$ cat config.mk
export PLATFORM = sky130hd
export DESIGN_NAME = smbus_client
export DESIGN_NICKNAME = d
export VERILOG_FILES = /design/src/verilog/smbus_client_pkg.sv /design/src/verilog/sync_fifo.sv /design/src/verilog/smbus_client.sv
export SDC_FILE = /design/constraint.sdc
export NUM_CORES = 1
export LEC_CHECK = 0
export BUFFER_PORTS_ARGS = -buffer_cell sky130_fd_sc_hd__clkbuf_2
export CAP_MARGIN = 15
export CORE_UTILIZATION = 50
export CTS_CLUSTER_DIAMETER = 100
export DETAILED_ROUTE_END_ITERATION = 16
export PLACE_DENSITY = 0.67
export SLEW_MARGIN = 0
export SYNTH_ARGS = -nofsm -noshare
export SYNTH_HDL_FRONTEND = slang
export SYNTH_SLANG_ARGS = --single-unit
$ cat constraint.sdc
create_clock -name ref_clk -period 4.1 [get_ports ref_clk]
set_input_delay 0.82 -clock ref_clk [delete_from_list [all_inputs] [get_ports ref_clk]]
set_output_delay 0.82 -clock ref_clk [all_outputs]
set_load 0.005 [all_outputs]
$ cat src/verilog/smbus_client_pkg.sv
/*
  shared constants and carrier types of the two-wire client port
  assumes one 125 MHz clock domain on ref_clk
*/
package smbus_client_pkg;
  localparam int unsigned CLK_FREQ_HZ = 125_000_000;
  localparam logic [6:0] CLIENT_ADDR = 7'h28;
  localparam int unsigned CLK_LOW_TIMEOUT_MS = 30;
  localparam int unsigned CLK_LOW_TIMEOUT_CYC = CLK_LOW_TIMEOUT_MS * (CLK_FREQ_HZ / 1000);
  localparam int unsigned BUS_IDLE_US = 200;
  localparam int unsigned BUS_IDLE_CYC = BUS_IDLE_US * (CLK_FREQ_HZ / 1_000_000);
  localparam logic [7:0] PTR_RESET = 8'h00;
  localparam int unsigned SYNC_STAGES = 3;

  // register access request toward the register file
  typedef struct packed {
    logic wr;
    logic [7:0] index;
    logic [7:0] data;
  } reg_write_t;

  typedef enum logic [2:0] {
    ST_IDLE,
    ST_ADDR,
    ST_ADDR_ACK,
    ST_RX,
    ST_RX_ACK,
    ST_TX,
    ST_TX_ACK
  } client_state_t;
endpackage

$ cat src/verilog/sync_fifo.sv
/*
  synchronous valid/ready fifo, parameter width and depth
  assumes one clock, synchronous active-high reset
*/
`timescale 1ns/10ps
module sync_fifo #(
  parameter int unsigned WIDTH = 16,
  parameter int unsigned DEPTH = 8
) (
  // clock and reset
  input wire logic ref_clk,
  input wire logic rst,
  // fill side
  input wire logic in_valid,
  output logic in_ready,
  input wire logic [WIDTH-1:0] in_data,
  // drain side
  output logic out_valid,
  input wire logic out_ready,
  output logic [WIDTH-1:0] out_data
);
  localparam int unsigned AW = $clog2(DEPTH);
  initial begin
    if (DEPTH < 2 || (1 << AW) != DEPTH) $error("fifo depth must be a power of two, at least 2");
  end

  logic [WIDTH-1:0] mem_reg [DEPTH];
  logic [AW:0] wr_ptr_reg;
  logic [AW:0] rd_ptr_reg;
  logic push;
  logic pop;

  assign in_ready = (wr_ptr_reg - rd_ptr_reg) != (AW+1)'(DEPTH);
  assign out_valid = wr_ptr_reg != rd_ptr_reg;
  assign out_data = mem_reg[rd_ptr_reg[AW-1:0]];
  assign push = in_valid && in_ready;
  assign pop = out_valid && out_ready;

  always_ff @(posedge ref_clk) begin
    if (rst) begin
      wr_ptr_reg <= '0;
      rd_ptr_reg <= '0;
    end else begin
      if (push) wr_ptr_reg <= wr_ptr_reg + 1'b1;
      if (pop) rd_ptr_reg <= rd_ptr_reg + 1'b1;
    end
  end

  always_ff @(posedge ref_clk) begin
    if (push) mem_reg[wr_ptr_reg[AW-1:0]] <= in_data;
  end
endmodule // sync_fifo

$ cat src/verilog/smbus_client.sv
/*
  two-wire client port: start/stop detect, address match, byte receive and
  transmit with acknowledge, auto-incrementing register pointer, optional
  clock-low timeout and bus-idle reset; register writes pass a fifo.
  assumes the bus pins are asynchronous and are resolved open-drain outside;
  the register file answers rd_data combinationally for rd_index.
*/
`timescale 1ns/10ps
module smbus_client
  import smbus_client_pkg::*;
#(
  parameter int unsigned CLK_LOW_TIMEOUT = CLK_LOW_TIMEOUT_CYC,
  parameter int unsigned BUS_IDLE = BUS_IDLE_CYC,
  parameter int unsigned FIFO_DEPTH = 8
) (
  // clock and reset
  input wire logic ref_clk,
  input wire logic rst,
  // bus pins
  input wire logic host_serial_clock_line,
  input wire logic sda_in,
  output logic sda_out,
  output logic sda_oe,
  output logic scl_out,
  output logic scl_oe,
  // configuration and power
  input wire logic timeout_enable,
  input wire logic deep_sleep_request,
  output logic wake,
  // register file
  output logic [7:0] rd_index,
  input wire logic [7:0] rd_data,
  output logic wr_valid,
  input wire logic wr_ready,
  output logic [7:0] wr_index,
  output logic [7:0] wr_data
);
  localparam int unsigned TW = $clog2(CLK_LOW_TIMEOUT + 1);
  initial begin
    if (BUS_IDLE < 1 || CLK_LOW_TIMEOUT <= BUS_IDLE) $error("timeout counts out of range");
  end

  typedef struct packed {
    logic [2:0] scl_sync;
    logic [2:0] sda_sync;
    logic scl_q;
    logic sda_q;
    client_state_t state;
    logic [7:0] shift;
    logic [3:0] bit_cnt;
    logic is_read;
    logic index_phase;
    logic [7:0] ptr;
    logic drive_low;
    logic [TW-1:0] low_cnt;
    logic [TW-1:0] idle_cnt;
    logic wake;
    logic push;
    reg_write_t wreq;
  } state_t;

  state_t st_reg;
  state_t st_next;
  logic fifo_in_ready;
  logic fifo_out_valid;
  reg_write_t fifo_out;
  logic scl_lvl;
  logic sda_lvl;
  logic scl_rise;
  logic scl_fall;
  logic start_det;
  logic stop_det;

  function automatic logic agreed(input logic [2:0] s, input logic prev);
    // second and third stage agree, otherwise hold the previous level
    return (s[1] == s[2]) ? s[2] : prev;
  endfunction

  always_comb begin
    scl_lvl = agreed(st_reg.scl_sync, st_reg.scl_q);
    sda_lvl = agreed(st_reg.sda_sync, st_reg.sda_q);
    scl_rise = scl_lvl && !st_reg.scl_q;
    scl_fall = !scl_lvl && st_reg.scl_q;
    start_det = scl_lvl && st_reg.scl_q && st_reg.sda_q && !sda_lvl;
    stop_det = scl_lvl && st_reg.scl_q && !st_reg.sda_q && sda_lvl;
  end

  always_comb begin
    st_next = st_reg;
    st_next.scl_sync = {st_reg.scl_sync[1:0], host_serial_clock_line};
    st_next.sda_sync = {st_reg.sda_sync[1:0], sda_in};
    st_next.scl_q = scl_lvl;
    st_next.sda_q = sda_lvl;
    st_next.push = 1'b0;

    // back-pressure: a write waits in wreq until the fifo takes it
    if (st_reg.push && !fifo_in_ready) begin
      st_next.push = 1'b1;
    end

    // bus timeouts, only when enabled
    if (scl_lvl) begin
      st_next.low_cnt = '0;
    end else if (st_reg.low_cnt != TW'(CLK_LOW_TIMEOUT)) begin
      st_next.low_cnt = st_reg.low_cnt + 1'b1;
    end
    if (!(scl_lvl && sda_lvl)) begin
      st_next.idle_cnt = '0;
    end else if (st_reg.idle_cnt != TW'(BUS_IDLE)) begin
      st_next.idle_cnt = st_reg.idle_cnt + 1'b1;
    end

    if (start_det) begin
      st_next.state = ST_ADDR;
      st_next.bit_cnt = '0;
      st_next.drive_low = 1'b0;
    end else if (stop_det) begin
      st_next.state = ST_IDLE; // pointer kept
      st_next.drive_low = 1'b0;
      st_next.wake = 1'b0;
    end else if (timeout_enable && ((!scl_lvl && st_reg.low_cnt == TW'(CLK_LOW_TIMEOUT))
                 || (st_reg.idle_cnt == TW'(BUS_IDLE)))) begin
      st_next.state = ST_IDLE;
      st_next.drive_low = 1'b0;
      st_next.wake = 1'b0;
    end else begin
      unique case (st_reg.state)
        ST_IDLE: begin
          st_next.drive_low = 1'b0;
        end
        ST_ADDR, ST_RX: begin
          if (scl_rise) begin
            st_next.shift = {st_reg.shift[6:0], sda_lvl};
            st_next.bit_cnt = st_reg.bit_cnt + 1'b1;
          end
          if (scl_fall && st_reg.bit_cnt == 4'h8) begin
            st_next.bit_cnt = '0;
            if (st_reg.state == ST_ADDR) begin
              if (st_reg.shift[7:1] == CLIENT_ADDR) begin
                st_next.is_read = st_reg.shift[0];
                st_next.index_phase = 1'b1;
                st_next.drive_low = 1'b1;
                st_next.wake = 1'b1;
                st_next.state = ST_ADDR_ACK;
              end else begin
                st_next.state = ST_IDLE;
              end
            end else begin
              st_next.drive_low = 1'b1;
              st_next.state = ST_RX_ACK;
              if (st_reg.index_phase) begin
                st_next.ptr = st_reg.shift;
                st_next.index_phase = 1'b0;
              end else begin
                st_next.wreq.wr = 1'b1;
                st_next.wreq.index = st_reg.ptr;
                st_next.wreq.data = st_reg.shift;
                st_next.push = 1'b1;
                st_next.ptr = st_reg.ptr + 8'h01; // wraps ff to 00
              end
            end
          end
        end
        ST_ADDR_ACK, ST_RX_ACK: begin
          if (scl_fall) begin
            if (st_reg.is_read) begin
              st_next.state = ST_TX;
              st_next.shift = rd_data;
              st_next.drive_low = !rd_data[7];
              st_next.bit_cnt = 4'h1;
            end else begin
              st_next.drive_low = 1'b0;
              st_next.state = ST_RX;
            end
          end
        end
        ST_TX: begin
          if (scl_fall) begin
            if (st_reg.bit_cnt == 4'h8) begin
              st_next.drive_low = 1'b0;
              st_next.bit_cnt = '0;
              st_next.ptr = st_reg.ptr + 8'h01;
              st_next.state = ST_TX_ACK;
            end else begin
              st_next.drive_low = !st_reg.shift[3'(7 - st_reg.bit_cnt)];
              st_next.bit_cnt = st_reg.bit_cnt + 1'b1;
            end
          end
        end
        ST_TX_ACK: begin
          if (scl_rise) begin
            st_next.is_read = !sda_lvl; // nack ends sending
          end
          if (scl_fall) begin
            if (st_reg.is_read) begin
              st_next.state = ST_TX;
              st_next.shift = rd_data;
              st_next.drive_low = !rd_data[7];
              st_next.bit_cnt = 4'h1;
            end else begin
              st_next.state = ST_IDLE;
            end
          end
        end
        // unused state code falls back to idle
        default: begin
          st_next.state = ST_IDLE;
          st_next.drive_low = 1'b0;
        end
      endcase
    end
  end

  always_ff @(posedge ref_clk) begin
    if (rst) begin
      st_reg <= '{scl_sync: 3'h7, sda_sync: 3'h7, scl_q: 1'b1, sda_q: 1'b1, state: ST_IDLE,
                  ptr: PTR_RESET, default: '0};
    end else begin
      st_reg <= st_next;
    end
  end

  sync_fifo #(
    .WIDTH($bits(reg_write_t)),
    .DEPTH(FIFO_DEPTH)
  ) write_fifo (
    .ref_clk(ref_clk),
    .rst(rst),
    .in_valid(st_reg.push),
    .in_ready(fifo_in_ready),
    .in_data(st_reg.wreq),
    .out_valid(fifo_out_valid),
    .out_ready(wr_ready),
    .out_data(fifo_out)
  );

  // outputs: clock line is never driven
  assign scl_out = 1'b0;
  assign scl_oe = 1'b0;
  assign sda_out = 1'b0;
  assign sda_oe = st_reg.drive_low;
  assign wake = st_reg.wake;
  assign rd_index = st_reg.ptr;
  assign wr_valid = fifo_out_valid;
  assign wr_index = fifo_out.index;
  assign wr_data = fifo_out.data;
endmodule // smbus_client

; ---- Word-level counts from Yosys, hierarchy flattened
; Memory sizes are Yosys's and may differ from the RTL's. A register that Yosys moved wholly into a read port is not among the register bits.
; Cells that the tools add are included.
[classes]
bitwise = 7
n_lt_le_gt_ge = 1
n_mux = 57
n_eq_ne = 36
reduce_logical = 47
n_addsub = 8
[op_table]
columns = operator, count
row1 = 2-to-1 mux 18 bit, 5
row2 = 2-to-1 mux 15 bit, 3
row3 = "adder 22 x 1 -> 22 bit, second input constant", 2
row4 = 2-to-1 mux 19 bit, 2
row5 = "!= test 5 bit, second input constant", 5
row6 = 2-to-1 mux 12 bit, 2
row7 = 2-to-1 mux 3 bit, 8
row8 = 2-to-1 mux 8 bit, 3
row9 = one-hot mux 8 bit (3 select lines), 1
row10 = AND reduction 6 bit, 4
row11 = "== test 22 x 15 -> 1 bit, second input constant", 1
row12 = "== test 22 bit, second input constant", 1
row13 = 2-to-1 mux 1 bit, 22
row14 = "!= test 2 bit, second input constant", 11
row15 = "!= test 22 x 15 -> 1 bit, second input constant", 1
row16 = "!= test 22 bit, second input constant", 1
row17 = AND reduction 7 bit, 3
row18 = one-hot mux 4 bit (4 select lines), 1
row19 = one-hot mux 8 bit (2 select lines), 1
row20 = AND reduction 8 bit, 2
row21 = one-hot mux 3 bit (5 select lines), 1
row22 = nonzero test 3 bit, 5
row23 = logical AND 1 bit, 14
row24 = "adder 4 x 1 -> 4 bit, second input constant", 3
row25 = other kinds (29), 54
[totals]
n_memories = 1
mem_bits_rw = 136
elab_cells = 178
out_inout_bits = 30
regBits = 105
inputBits = 15
[memory_table]
columns = memory, words, word_bits, rd, rd_clocked_by_memory_dff, wr, line
row1 = write_fifo.mem_reg, 8, 17, 1, 1, 1, sync_fifo.sv:27  ; logic [WIDTH-1:0] mem_reg [DEPTH];

; ---- Longest topological paths before layout
[logic_depth]
word_depth = 12
ltp_mapped = 9
ltp_nobuf = 7

; ---- By module
; A second synthesis with hierarchy kept.
[unflattened]
cells_unflattened = 822
area_unflattened_um2 = 10631.4
[modules_own_cells]
columns = mod, cells_per_inst, area_per_inst_um2, instances, seq_area_each_um2
row1 = sync_fifo, 274, 5773.0, 1, 4304.1
row2 = smbus_client, 548, 4858.4, 1, 1941.9

; ---- Worst setup path before layout
; No wires, ideal clock.
[synth_path]
path_type = reg2reg
startpoint = register write_fifo.wr_ptr_reg[0]
endpoint = memory write_fifo.mem_reg[2][0] (netlist bit) (enable)
period_less_slack_ns = 3.631
path_slack_ns = 0.469
stages_incl_launch_ff = 7
t_required_ns = 3.664
setup_time_ns = 0.436
n_path_buf = 0
arrival_time_ns = 3.195
cell_sequence = dfxtp_1 inv_1 ha_1 and3_1 o211ai_1 nand3_1 nor4b_1
[synth_between]
elab_chain_len = 5
[synth_rtl]
columns = element, line
row1 = start: declaration, sync_fifo.sv:28  ; logic [AW:0] wr_ptr_reg;
row2 = start signal: assignment, sync_fifo.sv:44  ; if (push) wr_ptr_reg <= wr_ptr_reg + 1'b1;
row3 = subtractor 4 bit, sync_fifo.sv:33  ; assign in_ready = (wr_ptr_reg - rd_ptr_reg) != (AW+1)'(DEPTH);
row4 = != test 4 bit, sync_fifo.sv:33
row5 = logical AND 1 bit, sync_fifo.sv:36  ; assign push = in_valid && in_ready;
row6 = 2-to-1 mux 1 bit, sync_fifo.sv:50  ; if (push) mem_reg[wr_ptr_reg[AW-1:0]] <= in_data;
row7 = 2-to-1 mux 1 bit (not written as such), sync_fifo.sv:50
row8 = end: declaration, sync_fifo.sv:27
; Several ways; a longest one is shown, not always the timed one.

==> flow_summary.yaml <==
status:
  status: "finished clean"
pwr:
  p_comb_share_pct: 0.9
  power_frac_clock_pct: 46.3
  p_per_area_mw_per_mm2: 397
  p_int_mw: 3.74
  switching_share_pct: 19.9
  p_leak_nw: 4.02
  p_switching_uw: 929
  ir_drop_mv: 0.286
  pwr-share-seq_pct: 52.8
yosys:
  synth_simple_gate_area_share_pct: 15.5
  ys_ff_latch: 235
  synth-compound-area-share_pct: 6.95
  synth_area_sq_mm: 0.0105
  synth_xor_area_share_pct: 3.88
  yosys.area.top_type_share_pct: 36.5
  ys.flop_type: "edfxtp_1"
  synth_warnings: 0
  yosysUniqueCellTypes: 75
  synth_top_area_cell: "edfxtp_1"
  synth_top_family_by_area: "simple AND/OR/NAND/NOR gates"
  synthAdderAreaFrac_pct: 1.63
  synth_mux_area_share_pct: 11.8
  synth_area_leaders: "edfxtp_1, dfxtp_1, mux4_2"
  async_flop_share_pct: 0
  postSynthAreaPerCell_sq_um: 12.4
  yosysSeqAreaShare_pct: 56.8
  synth-edff-count: 128
  netlist_instances: 851
route:
  dr.pass1.iters: 5
  drtIter0Drc: 371
  vias: 6800
  wl_mm: 21.9
  antenna_left: 0
  drc: 0
  wl_per_cell_um: 18.6
  routed_via_density: 5.79
placed_design:
  io_buffers: 40
  dp_cells: 1129
  hpwl_mm: 14.5
  place_congestion: 0.848
timing:
  finalClockSkew_ns: 0.0123
  fmax_ghz: 0.331
  rsz0062_at_grt: "false"
  fin_crit_ns: 3.02
  slew_violations: 0
  setup_viol: 0
  slew_headroom_pct: 39.8
  timing.setup.tns_ns: 0
  fin_crit_sh_pct: 73.6
  hold_viol: 0
  worst_pin_slew_ns: 0.902
setup_path:
  endpoint: "wr_index[6]"
  rr_endpoint: "st_reg[9]"
  reg2regPathDepth: 5
  critical_path_arrival_ns: 2.20
  required_ns: 3.28
  rrSetupSlack_ns: 1.31
  reg2reg_from: "st_reg[48]"
  start_kind: "flip-flop"
  critPathCaptureType: "output pin"
  cp_max_fo: 19
  path_class: "flip-flop to output pin"
clock_tree:
  cts-hold-fix-buffers: 0
  clockRootBuffer: "clkbuf_16"
  ctsHtreeMaxLevel: 1
  clock_path_buffers: 3
  cts_resized: 0
  postCtsSetupBuffers: 0
  cts_buffers: 25
  cts_tree: "yes"
  insertion_delay_ns: 0.52
  clkTransAtPathRegs_ns: 0.06
  cts.sinks: 235
worst_hold_path:
  min_path_type: "flip-flop to flip-flop"
  min_path_cells: 1
flow_run:
  maxCapViolations: 0
floorplanning:
  die-area_sq_mm: 0.0217
  ios: 45
  die_h_um: 147
  row_count: 52
  initial_core_util_pct: 51.6
  core_sq_mm: 0.0204
  die_w_um: 147
global_routing:
  track_usage_pct: 20.6
  grt_pass1_vias: 6590
  antenna_found_initial: 0
  grt_max_degree: 32
  grt_pass1_wl_mm: 35.3
  grt_overflow: 0
cells_and_area:
  fin_cells: 1175
  postLayoutCoreUtil_pct: 57.6
  seqCellArea_sq_mm: 0.00599
  areaGrowthSynthToFinish_pct: 11.7
  fill_cells: 1695
  largest_reg_flops: 128
  multi_input_area_sq_mm: 0.00424
  final_cell_mix: "edfxtp_1, dfxtp_1, nor2_1, nand2_1, clkbuf_2"
  antennaDiodeCount: 0
  layout_commonest_cell: "edfxtp_1"
  final_nets: 913
  drive_gt1_share_pct: 20.6
==> critical path, stage by stage, from the launching register on <==
cell	delay [ns]
dfxtp_2	0.33
buf_4	0.35
mux4_2	0.56
mux2_2	0.31
clkbuf_2	0.12
==> worst min-delay path by stage <==
| stage | from | slack (ns) | endpoint |
|---|---|---|---|
| after global routing | st_next[95] | 0.45 | st_next[96] |
| after detailed placement | st_next[95] | 0.40 | st_next[96] |
| final | st_next[95] | 0.41 | st_next[96] |
| after global placement | st_next[95] | 0.40 | st_next[96] |
| after floorplan | st_next[92] | 0.39 | st_next[93] |
| after CTS | st_next[95] | 0.42 | st_next[96] |
==> final cells by class <==
class | instances | area share [%]
Clock buffer | 42 | 6.47
Clock inverter | 4 | 0.319
Inverter | 20 | 0.638
Multi-Input combinational cell | 547 | 36.0
Sequential cell | 235 | 50.9
Tap cell | 270 | 2.87
Timing Repair Buffer | 57 | 2.79
==> metal layers <==
layer	global-route usage (%)	vias up	share of wire (%)
met2	34.3	140	49
met5	0	-	0
li1	-	3288	-
met1	28.5	3340	46
met3	2.48	32	3.8
met4	5.52	0	2.0
==> through the flow <==
stage | power, mW | hold WS (ns) | setup WS (ns) | cell area [sq um]
after floorplan | 2.54 | 0.389 | 0.469 | 10500
after global placement | 2.56 | 0.400 | 1.30 | 11000
final | 4.67 | 0.415 | 1.08 | 11800
after detailed placement | 2.56 | 0.403 | 1.33 | 11000
after global routing | 4.81 | 0.447 | 0.989 | 11800
after CTS | 4.72 | 0.418 | 1.03 | 11800
==> cells by family after synthesis <==
logic type | after synthesis
XOR/XNOR | 45
adder cells (fa/ha/maj) | 14
buffers and inverters | 71
multiplexers | 79
other | 1
AO/OA/AOI/OAI | 109
flip-flops | 235
AND/OR/NAND/NOR | 297
==> power groups by stage <==
stage / Combinational (mW) / Clock, mW / Sequential, mW
after floorplan: 0.0277 / 0 / 2.52
after global placement: 0.0425 / 0 / 2.52
after detailed placement: 0.0429 / 0 / 2.52
after CTS: 0.0430 / 2.20 / 2.47
after global routing: 0.0476 / 2.30 / 2.47
final: 0.0427 / 2.16 / 2.47
==> Yosys cell counts, drive strengths merged, types with 10 or more instances <==
library cell    n
inv            19
or2            10
mux2i          20
clkbuf         25
nand2          52
a31o           11
nor3           25
or3            13
a21oi          28
nand3          32
o21ai          21
xor2           12
nor2           60
mux2           25
nor4           25
dfxtp         107
xnor2          32
buf            26
edfxtp        128
mux4           34
ha             12
nand4          20
Power figures use the tool's default switching activity.
